--- config.mk ---
export PLATFORM = sky130hd
export DESIGN_NAME = mgmt_master
export DESIGN_NICKNAME = d
export VERILOG_FILES = /design/src/verilog/mgmt_pkg.sv /design/src/verilog/frame_if.sv /design/src/verilog/frame_engine.sv /design/src/verilog/mgmt_master.sv
export SDC_FILE = /design/constraint.sdc
export NUM_CORES = 1
export LEC_CHECK = 0
export BUFFER_PORTS_ARGS = -buffer_cell sky130_fd_sc_hd__buf_2
export CAP_MARGIN = 20
export CORE_MARGIN = 2
export CORE_UTILIZATION = 62
export CTS_BUF_LIST = sky130_fd_sc_hd__clkbuf_4 sky130_fd_sc_hd__clkbuf_8
export DETAILED_ROUTE_END_ITERATION = 8
export PLACE_DENSITY = 0.91
export SYNTH_ARGS = -nofsm -noshare
export SYNTH_HDL_FRONTEND = slang
export SYNTH_SLANG_ARGS = --single-unit
export TNS_END_PERCENT = 50
--- constraint.sdc ---
create_clock -name clock_in -period 2.2 [get_ports clock_in]
set_input_delay 0.11 -clock clock_in [delete_from_list [all_inputs] [get_ports clock_in]]
set_output_delay 0.11 -clock clock_in [all_outputs]
set_load 0.1 [all_outputs]
--- src/verilog/mgmt_pkg.sv ---
// Purpose: Shared constants for the station-management master
// Assumes: 32-bit slave data, word addressing on the slave port
// Notes: Offsets are word indexes; byte address is four times the index
package mgmt_pkg;
  localparam int ADDR_W = 6;
  localparam logic [5:0] ACCESS_IDX = 6'h20;
  localparam logic [5:0] ADDRESSING_IDX = 6'h21;
  localparam int DEV_LSB = 0;
  localparam int PORT_LSB = 8;
  localparam int REG_LSB = 16;
  localparam logic [31:0] ADDRESSING_MASK = 32'hFFFF_1F1F;
  localparam logic [31:0] ADDRESSING_RESET = 32'h0000_0000;
  localparam int PREAMBLE_BITS = 32;
  localparam int FRAME_BITS = 64;
  localparam int DATA_FIRST_BIT = 48;
  localparam int TA_FIRST_BIT = 46;
  localparam logic [1:0] START_PAT = 2'h0;
  localparam logic [1:0] OP_ADDRESS = 2'h0;
  localparam logic [1:0] OP_WRITE = 2'h1;
  localparam logic [1:0] OP_READ = 2'h3;
  localparam logic [1:0] TA_DRIVEN = 2'h2;
  localparam int DIVIDER_DEFAULT = 32;
  localparam int DIVIDER_MIN = 8;
  localparam int DIVIDER_MAX = 64;
  localparam real CLOCK_MHZ = 25.0;
  localparam real MGMT_MAX_MHZ = 2.5;
  localparam int DIVIDER_LEAST = int'($ceil(CLOCK_MHZ / MGMT_MAX_MHZ));
  localparam logic [31:0] UNMAPPED_READ = 32'h0000_0000;
endpackage

--- src/verilog/frame_if.sv ---
// Purpose: Carries a frame request and its result between the engine and the slave
// Assumes: One frame in flight at a time
// Notes: start is a one-cycle pulse, done is a one-cycle pulse
`timescale 1ns/1ps
interface frame_if;
  logic start;
  logic [1:0] opcode;
  logic [4:0] port;
  logic [4:0] device;
  logic [15:0] payload;
  logic done;
  logic [15:0] result;
  modport ctrl (output start, output opcode, output port, output device, output payload,
    input done, input result);
  modport engine (input start, input opcode, input port, input device, input payload,
    output done, output result);
endinterface

--- src/verilog/frame_engine.sv ---
// Purpose: Shifts one management frame out on the clock and data pins
// Assumes: Divider even-or-odd, at least eight system clocks per bit
// Notes: Data changes on the falling management edge, is sampled on the rising one
`timescale 1ns/1ps
module frame_engine #(
  parameter int DIVIDER = mgmt_pkg::DIVIDER_DEFAULT
) (
  input wire logic clock_in,
  input wire logic arst_n_in,
  frame_if.engine fr,
  input wire logic mdio_in,
  output logic mgmt_clock_out,
  output logic mdio_out,
  output logic mdio_oe_out
);
  import mgmt_pkg::*;
  localparam int HALF = DIVIDER / 2;
  localparam logic [6:0] HALF_C = 7'(HALF);
  localparam logic [6:0] DIV_C = 7'(DIVIDER);
  logic busy;
  logic reading;
  logic [6:0] div_cnt;
  logic [6:0] bit_idx;
  logic [63:0] shifter;
  logic [15:0] capture;
  logic rise;
  logic fall;
  assign rise = busy && (div_cnt == HALF_C - 7'h01);
  assign fall = busy && (div_cnt == DIV_C - 7'h01);
  always_ff @(posedge clock_in or negedge arst_n_in) begin
    if (!arst_n_in) begin
      div_cnt <= 7'h00;
    end else if (!busy || fall) begin
      div_cnt <= 7'h00;
    end else begin
      div_cnt <= div_cnt + 7'h01;
    end
  end
  // Management clock low at rest, rises mid bit
  always_ff @(posedge clock_in or negedge arst_n_in) begin
    if (!arst_n_in) begin
      mgmt_clock_out <= 1'b0;
    end else if (rise) begin
      mgmt_clock_out <= 1'b1;
    end else if (fall || !busy) begin
      mgmt_clock_out <= 1'b0;
    end
  end
  // Frame assembly and serial shift
  always_ff @(posedge clock_in or negedge arst_n_in) begin
    if (!arst_n_in) begin
      busy <= 1'b0;
      reading <= 1'b0;
      bit_idx <= 7'h00;
      shifter <= 64'h0000_0000_0000_0000;
      mdio_out <= 1'b1;
      mdio_oe_out <= 1'b0;
      fr.done <= 1'b0;
    end else begin
      fr.done <= 1'b0;
      if (!busy && fr.start) begin
        busy <= 1'b1;
        reading <= (fr.opcode == OP_READ);
        bit_idx <= 7'h00;
        shifter <= {{PREAMBLE_BITS{1'b1}}, START_PAT, fr.opcode, fr.port, fr.device,
          TA_DRIVEN, fr.payload};
        mdio_out <= 1'b1;
        mdio_oe_out <= 1'b1;
      end else if (fall) begin
        if (bit_idx == 7'(FRAME_BITS - 1)) begin
          busy <= 1'b0;
          mdio_oe_out <= 1'b0;
          mdio_out <= 1'b1;
          fr.done <= 1'b1;
        end else begin
          bit_idx <= bit_idx + 7'h01;
          shifter <= {shifter[62:0], 1'b0};
          mdio_out <= shifter[62];
          // Release from first turnaround bit of a read onward
          mdio_oe_out <= !(reading && (bit_idx + 7'h01 >= 7'(TA_FIRST_BIT)));
        end
      end
    end
  end
  // Sample read data on rising edges of the data field
  always_ff @(posedge clock_in or negedge arst_n_in) begin
    if (!arst_n_in) begin
      capture <= 16'h0000;
    end else if (rise && reading && bit_idx >= 7'(DATA_FIRST_BIT)) begin
      capture <= {capture[14:0], mdio_in};
    end
  end
  assign fr.result = capture;
endmodule

--- src/verilog/mgmt_master.sv ---
// Purpose: Memory-mapped slave that runs indirect-access management frames to a PHY
// Assumes: Single clock; slave data 32 bits; unmapped reads return zero after one wait cycle
// Notes: Each access at ACCESS_IDX sends an address frame then a write or read frame
//
// The implementer's own choices: the Avalon-MM interface to the registers and the register addresses.
`timescale 1ns/1ps
module mgmt_master #(
  parameter int DIVIDER = mgmt_pkg::DIVIDER_DEFAULT
) (
  input wire logic clock_in,
  input wire logic arst_n_in,
  input wire logic [mgmt_pkg::ADDR_W-1:0] address_in,
  input wire logic read_in,
  input wire logic write_in,
  input wire logic [31:0] writedata_in,
  output logic [31:0] readdata_out,
  output logic waitrequest_out,
  output logic mgmt_clock_out,
  input wire logic mdio_in,
  output logic mdio_out,
  output logic mdio_oe_out
);
  import mgmt_pkg::*;
  typedef enum {IDLE, ADDR_FRAME, DATA_FRAME, FINISH} seq_t;

  // Divider range and management clock ceiling
  if (DIVIDER < DIVIDER_MIN || DIVIDER > DIVIDER_MAX || DIVIDER < DIVIDER_LEAST) begin : g_bad
    $error("Divider out of range");
  end

  frame_if fr ();
  seq_t state;
  logic [31:0] addressing;
  logic [15:0] write_value;
  logic is_read;

  function automatic logic hit(input logic [ADDR_W-1:0] a, input logic [ADDR_W-1:0] idx);
    return a == idx;
  endfunction

  frame_engine #(.DIVIDER(DIVIDER)) engine_u (
    .clock_in(clock_in),
    .arst_n_in(arst_n_in),
    .fr(fr.engine),
    .mdio_in(mdio_in),
    .mgmt_clock_out(mgmt_clock_out),
    .mdio_out(mdio_out),
    .mdio_oe_out(mdio_oe_out)
  );

  // Addressing register, reserved bits forced to zero
  always_ff @(posedge clock_in or negedge arst_n_in) begin
    if (!arst_n_in) begin
      addressing <= ADDRESSING_RESET;
    end else if (write_in && hit(address_in, ADDRESSING_IDX) && waitrequest_out) begin
      addressing <= writedata_in & ADDRESSING_MASK;
    end
  end

  // Transaction sequencer
  always_ff @(posedge clock_in or negedge arst_n_in) begin
    if (!arst_n_in) begin
      state <= IDLE;
      is_read <= 1'b0;
      write_value <= 16'h0000;
      fr.start <= 1'b0;
      fr.opcode <= OP_ADDRESS;
      fr.port <= 5'h00;
      fr.device <= 5'h00;
      fr.payload <= 16'h0000;
    end else begin
      fr.start <= 1'b0;
      case (state)
        IDLE: begin
          if ((read_in || write_in) && hit(address_in, ACCESS_IDX) && waitrequest_out) begin
            is_read <= read_in;
            write_value <= writedata_in[15:0];
            fr.start <= 1'b1;
            fr.opcode <= OP_ADDRESS;
            fr.port <= addressing[PORT_LSB +: 5];
            fr.device <= addressing[DEV_LSB +: 5];
            fr.payload <= addressing[REG_LSB +: 16];
            state <= ADDR_FRAME;
          end
        end
        ADDR_FRAME: begin
          if (fr.done) begin
            fr.start <= 1'b1;
            fr.opcode <= is_read ? OP_READ : OP_WRITE;
            fr.payload <= is_read ? 16'h0000 : write_value;
            state <= DATA_FRAME;
          end
        end
        DATA_FRAME: begin
          if (fr.done) begin
            state <= FINISH;
          end
        end
        FINISH: begin
          state <= IDLE;
        end
        default: begin
          state <= IDLE;
        end
      endcase
    end
  end

  // Slave answer: access held until its frames finish
  always_ff @(posedge clock_in or negedge arst_n_in) begin
    if (!arst_n_in) begin
      waitrequest_out <= 1'b1;
      readdata_out <= 32'h0000_0000;
    end else if (!waitrequest_out) begin
      waitrequest_out <= 1'b1;
    end else if (state == FINISH) begin
      waitrequest_out <= 1'b0;
      readdata_out <= is_read ? {16'h0000, fr.result} : UNMAPPED_READ;
    end else if (state == IDLE && (read_in || write_in) && !hit(address_in, ACCESS_IDX)) begin
      waitrequest_out <= 1'b0;
      readdata_out <= hit(address_in, ADDRESSING_IDX) ? addressing : UNMAPPED_READ;
    end
  end
endmodule

==> out/metrics.yaml, run 1 <==
grt:
  grt_pass1_wl_mm: 40.2
  antenna_found_initial: 0
  grt_usage_pct: 32.3
  grt_pass1_vias: 7333
  overflow: 0
  grt_max_degree: 68
synth:
  yosys.area.top_type: "dfrtp_1"
  ys_ff_latch: 206
  netlist.area_leader.share_pct: 55.7
  seq_area_frac_synth_pct: 56.2
  yosysWarnings: 0
  yosysUniqueCellTypes: 53
  syn_nets: 884
  netlist_area_um2: 9170
  synthTopCellsByCount: "dfrtp_1, mux2_2, o21ai_0"
  synth_cells: 832
  yosysMostFrequentCell: "dfrtp_1"
  synth-async-reset-ratio_pct: 100
  synth_edf_count: 0
  synthTopCellsByArea: "dfrtp_1, mux2_2, o21ai_0"
  synth_ff_type: "dfrtp_1"
  synth_area_per_cell_um2: 11.0
drt:
  dr.pass1.iters: 7
  wl_met2_mm: 12.4
  wirelength_met1_mm: 9.88
  detail_route.wl_per_cell_um: 22.7
  drtIter0Drc: 826
  dr_total_vias: 7486
  highest_layer: "met4"
  met3_length_mm: 2.64
  via_per_inst: 6.49
  routed_wl_mm: 26.2
  postRouteAntennaNets: 0
  drcViolationCount: 0
timing:
  setup_violations: 0
  finalSetupTns_ns: 0
  fin_crit_sh_pct: 95.5
  hold_viol: 0
  rsz0062_at_grt: "no"
  tightest_slew_ns: 0.682
  max_freq_mhz: 476
  finalCriticalPeriod_ns: 2.10
  slew_violations: 0
  finClkSkew_ns: 0.0476
  slew_headroom_pct: 54.5
clock_network:
  clk-insertion-delay-late_ns: 0.55
  cts-htree-levels: 2
  numClockSinks: 206
  clock_path_buffers: 3
  post_cts_buffers: 0
  tritoncts: "built"
  clkSlewWorstSetupHoldPaths_ns: 0.07
  cts_root_buffer: "clkbuf_8"
  cts_buffers: 34
worst_setup_path:
  crit_fanout: 23
  end_kind: "flop"
  cp.arrival_ns: 2.52
  critical_path_class: "flop to flop"
  crit_path_start_kind: "flop"
  required_ns: 2.62
  reg2reg_depth: 8
die:
  die_h_um: 126
  fp.dieW_um: 126
  fp.dieArea_um2: 15800
  coreArea_um2: 14500
  pin_count: 79
  initial_core_util_pct: 63.3
  rows: 44
cells_and_area:
  area_growth_pct: 19.0
  finalCoreUtilization_pct: 75.4
  antenna_cells: 0
  num-nets-final: 998
  drive_above_1_share_pct: 28.2
place:
  routabilityCongestion: 0.877
  hpwl_mm: 12.7
  io_buffers: 78
power:
  irDropWorstVdd_mv: 0.849
  p_per_area_nw_per_um2: 729
  leakage_nw: 5.09
  power_w: 0.00796
flow_run:
  cap_violations: 0
min_path:
  min_path_type: "input port to async pin"
status:
  run_status: "complete, no violations"
## cell usage in the layout (no fill, tap or decap), drive strengths merged, types with 2 or more instances in the layout
| cell type | instances |
|---|---|
| o31ai | 2 |
| and2 | 7 |
| nor4 | 2 |
| a21oi | 3 |
| o211a | 2 |
| mux2i | 25 |
| a31oi | 30 |
| mux2 | 96 |
| o211ai | 2 |
| nor2 | 76 |
| dfstp | 2 |
| ha | 9 |
| buf | 102 |
| inv | 49 |
| nand2b | 2 |
| o21ai | 87 |
| o21a | 2 |
| nand3 | 72 |
| xnor2 | 2 |
| dlygate4sd3 | 35 |
| nor2b | 3 |
| nor3 | 3 |
| xor2 | 4 |
| dfrtp | 204 |
| nand4 | 4 |
| o21bai | 2 |
| and3 | 5 |
| nand2 | 54 |
| a22o | 11 |
| clkbuf | 58 |
## critical path, stage by stage, from the launching register on
cell and delay (ns):
dfrtp_1 0.45, inv_1 0.13, ha_1 0.18, buf_6 0.21, nand2_1 0.13, o21ai_0 0.11
nor2b_2 0.21, buf_6 0.19, mux2_2 0.37
## area by class of cell
class	instances	area (µm²)
multi-input cells	518	3550
repair buffers	138	1060
fillers	760	3560
flip-flops and latches	206	5160
inverters	48	180
clock buffers	57	691
well taps	184	230
clock inverters	3	48.8
## sequential cells by signal, summed over array words and instances (netlist names), 2 cells and up
| name | cells |
|---|---|
| engine_u.shifter | 63 |
| readdata_out | 32 |
| addressing | 26 |
| engine_u.fr.result | 16 |
| fr.payload | 16 |
| write_value | 16 |
| engine_u.bit_idx | 7 |
| engine_u.div_cnt | 7 |
| fr.device | 5 |
| fr.port | 5 |
| fr.opcode | 2 |
| state | 2 |
## stage by stage
step           cells  area, µm²  hold slack [ns]  setup WS, ns
6_report        1154      10900            0.138        0.0984
5_1_grt         1154      10900            0.149        0.0447
4_1_cts         1153      10900            0.107         0.136
3_5_place_dp    1058       9790            0.154         0.185
3_3_place_gp    1058       9790            0.153         0.273
2_1_floorplan    832       9170           -0.186         0.113
## repair_timing
| item | CTS | global route |
|---|---|---|
| hold buffers | 35 | 0 |
| gates resized for setup | 0 | 5 |
| endpoints found under the setup margin | 0 | 25 |
| hold endpoints to repair | 106 | 0 |
## cell families after synthesis
kind of cell | Yosys count | share of synthesized area (%)
AOI/OAI and AO/OA | 148 | 9.61
muxes | 121 | 14.8
DFF | 206 | 56.2
buffers and inverters | 108 | 5.35
xor gates and xnor gates | 6 | 0.573
and+or+nand+nor | 234 | 12.2
adders and majority gates | 9 | 1.23
## worst paths after layout
check / slack, ns / start / end
setup / recovery: 0.1 / state[1] / fr.payload[5]
hold / removal: 0.14 / arst_n_in / fr.payload[6]
setup reg to reg: 0.1 / state[1] / fr.payload[5]
hold reg to reg: 0.48 / engine_u.div_cnt[0] / engine_u.div_cnt[0]
max in group asynchronous: 1.35 / arst_n_in / fr.payload[14]
min in group clock_in: 0.16 / address_in[5] / fr.opcode[0]
## where the power goes
part	switching [W]	internal, W
sequential	0.0000817	0.00385
clock	0.00162	0.00210
combinational	0.000171	0.000135
total	0.00187	0.00609
## per-layer routing
layer / up-vias / track usage, %
met5: - / 0
met4: 0 / 15.5
met3: 133 / 8.33
met2: 573 / 51.7
met1: 3680 / 41.5
li1: 3100 / -
(Power assumes the default switching activity.)
==> inputs of run 2 (changes only) <==
--- a/config.mk
+++ b/config.mk
@@ -12,6 +12,7 @@
 export CTS_BUF_LIST = sky130_fd_sc_hd__clkbuf_4 sky130_fd_sc_hd__clkbuf_8
 export DETAILED_ROUTE_END_ITERATION = 8
 export PLACE_DENSITY = 0.91
+export SKIP_CTS_REPAIR_TIMING = 1
 export SYNTH_ARGS = -nofsm -noshare
 export SYNTH_HDL_FRONTEND = slang
 export SYNTH_SLANG_ARGS = --single-unit
==> constraint.sdc (replaced) <==
create_clock -name clock_in -period 2.25 [get_ports clock_in]
set_input_delay 0.1125 -clock clock_in [delete_from_list [all_inputs] [get_ports clock_in]]
set_output_delay 0.1125 -clock clock_in [all_outputs]
set_load 0.1 [all_outputs]
==> out/metrics.yaml, run 2 (same netlist as run 1, synthesis figures left out) <==
status:
  run_status: "complete, no violations"  # unchanged
clock_network:
  cts-htree-levels: 2  # unchanged
  clkSlewWorstSetupHoldPaths_ns: 0.08  # was 0.07 ns
  clock_path_buffers: 3  # unchanged
  clk-insertion-delay-late_ns: 0.54  # was 0.55 ns
  cts_root_buffer: "clkbuf_8"  # unchanged
  numClockSinks: 206  # unchanged
  tritoncts: "built"  # unchanged
  cts_buffers: 34  # unchanged
die:
  rows: 44  # unchanged
  fp.dieW_um: 126  # unchanged
  die_h_um: 126  # unchanged
  pin_count: 79  # unchanged
  coreArea_um2: 14500  # unchanged
  initial_core_util_pct: 63.3  # unchanged
  fp.dieArea_um2: 15800  # unchanged
timing:
  hold_viol: 0  # unchanged
  setup_violations: 0  # unchanged
  finClkSkew_ns: 0.0336  # was 0.0476 ns
  finalCriticalPeriod_ns: 2.14  # was 2.10 ns
  fin_crit_sh_pct: 95.1  # was 95.5%
  finalSetupTns_ns: 0  # unchanged
  worst_slack_ns: 0.111  # was 0.0984 ns
  rsz0062_at_grt: "no"  # unchanged
  tightest_slew_ns: 0.745  # was 0.682 ns
  max_freq_mhz: 468  # was 476 MHz
  slew_violations: 0  # unchanged
  slew_headroom_pct: 50.3  # was 54.5%
grt:
  grt_usage_pct: 28.5  # was 32.3%
  grt_max_degree: 72  # was 68
  antenna_found_initial: 0  # unchanged
  grt_pass1_vias: 6984  # was 7333
  overflow: 0  # unchanged
  grt_pass1_wl_mm: 36.3  # was 40.2 mm
drt:
  via_per_inst: 6.42  # was 6.49
  dr.pass1.iters: 6  # was 7
  routed_wl_mm: 26.2  # about the same
  postRouteAntennaNets: 0  # unchanged
  drcViolationCount: 0  # unchanged
  detail_route.wl_per_cell_um: 22.7  # about the same
  dr_total_vias: 7417  # was 7486
  drtIter0Drc: 996  # was 826
place:
  pre_cts_ws_ns: 0.256  # was 0.185 ns
  dp.cells: 1061  # was 1058
  routabilityCongestion: 0.838  # was 0.877
  hpwl_mm: 13.2  # was 12.7 mm
  io_buffers: 78  # unchanged
cells_and_area:
  largest_reg_flops: 63  # unchanged
  layout_commonest_cell: "dfrtp_1"  # unchanged
  area_growth_pct: 17.7  # was 19.0%
  num-nets-final: 1000  # was 998
  stdcell_count: 1155  # was 1154
  top_register: "engine_u.shifter"  # unchanged
  drive_above_1_share_pct: 28.2  # about the same
  finalCoreUtilization_pct: 74.5  # was 75.4%
  reg_top3: "engine_u.shifter (63), readdata_out (32), addressing (26)"  # unchanged
  mostFrequentLayoutCells: "dfrtp_1, o21ai_0, mux2_2"  # unchanged
  antenna_cells: 0  # unchanged
power:
  power_w: 0.00755  # was 0.00796 W
  p_per_area_nw_per_um2: 699  # was 729 nW/µm²
  irDropWorstVdd_mv: 0.647  # was 0.849 mV
  leakage_nw: 5.06  # was 5.09 nW
worst_setup_path:
  crit_fanout: 23  # unchanged
  required_ns: 2.66  # was 2.62 ns
  reg2reg_depth: 8  # unchanged
  crit_path_start_kind: "flop"  # unchanged
  cp.arrival_ns: 2.55  # was 2.52 ns
  end_kind: "flop"  # unchanged
  critical_path_class: "flop to flop"  # unchanged
  worstSetupStartpoint: "state[1]"  # unchanged
  reg2reg_from: "state[1]"  # unchanged
min_path:
  min_path_type: "input port to async pin"  # unchanged
flow_run:
  cap_violations: 0  # unchanged
## run 2: area by class of cell
cell class	count	area [µm²]
Clock buffer	51	633
Sequential cell	206	5160
Clock inverter	8	48.8
Fill cell	798	3690
Inverter	48	180
Multi-Input combinational cell	518	3540
Timing Repair Buffer	140	1000
Tap cell	184	230
## run 2: path summary, 6_finish.rpt
check / slack [ns] / endpoint
worst max register to register: 0.11 / fr.payload[12]
worst min-delay path: 0.18 / fr.payload[8]
worst max-delay path: 0.11 / fr.payload[12]
min in group clock_in: 0.19 / fr.opcode[0]
worst min register to register: 0.46 / engine_u.div_cnt[0]
max in group asynchronous: 1.28 / waitrequest_out
## run 2: worst max-delay path, stage by stage (launching register included)
cell,delay [ns]
dfrtp_1,0.44
inv_1,0.13
ha_1,0.18
buf_4,0.25
nand2_1,0.12
o21ai_0,0.08
nor2b_1,0.15
buf_4,0.27
mux2_2,0.39
## run 2: metal layers
metal | GRT usage (%) | part of all wire (%) | vias up
met2 | 46.9 | 48 | 571
met1 | 37.5 | 36 | 3592
met5 | 0 | 0 | -
met3 | 6.97 | 9.4 | 149
met4 | 10.1 | 6.0 | 0
li1 | - | - | 3105
## run 2: power by group
group / internal [W] / switching (W) / total, W
registers: 0.00377 / 0.0000831 / 0.00385
clock network: 0.00181 / 0.00159 / 0.00340
logic: 0.000131 / 0.000168 / 0.000299
## run 2: stage by stage
stage	cell area [µm²]	hold WS, ns
6_report	10800	0.179
5_1_grt	10800	0.173
4_1_cts	10400	-0.364
3_5_place_dp	9750	0.177
3_3_place_gp	9750	0.176
2_1_floorplan	9170	-0.183
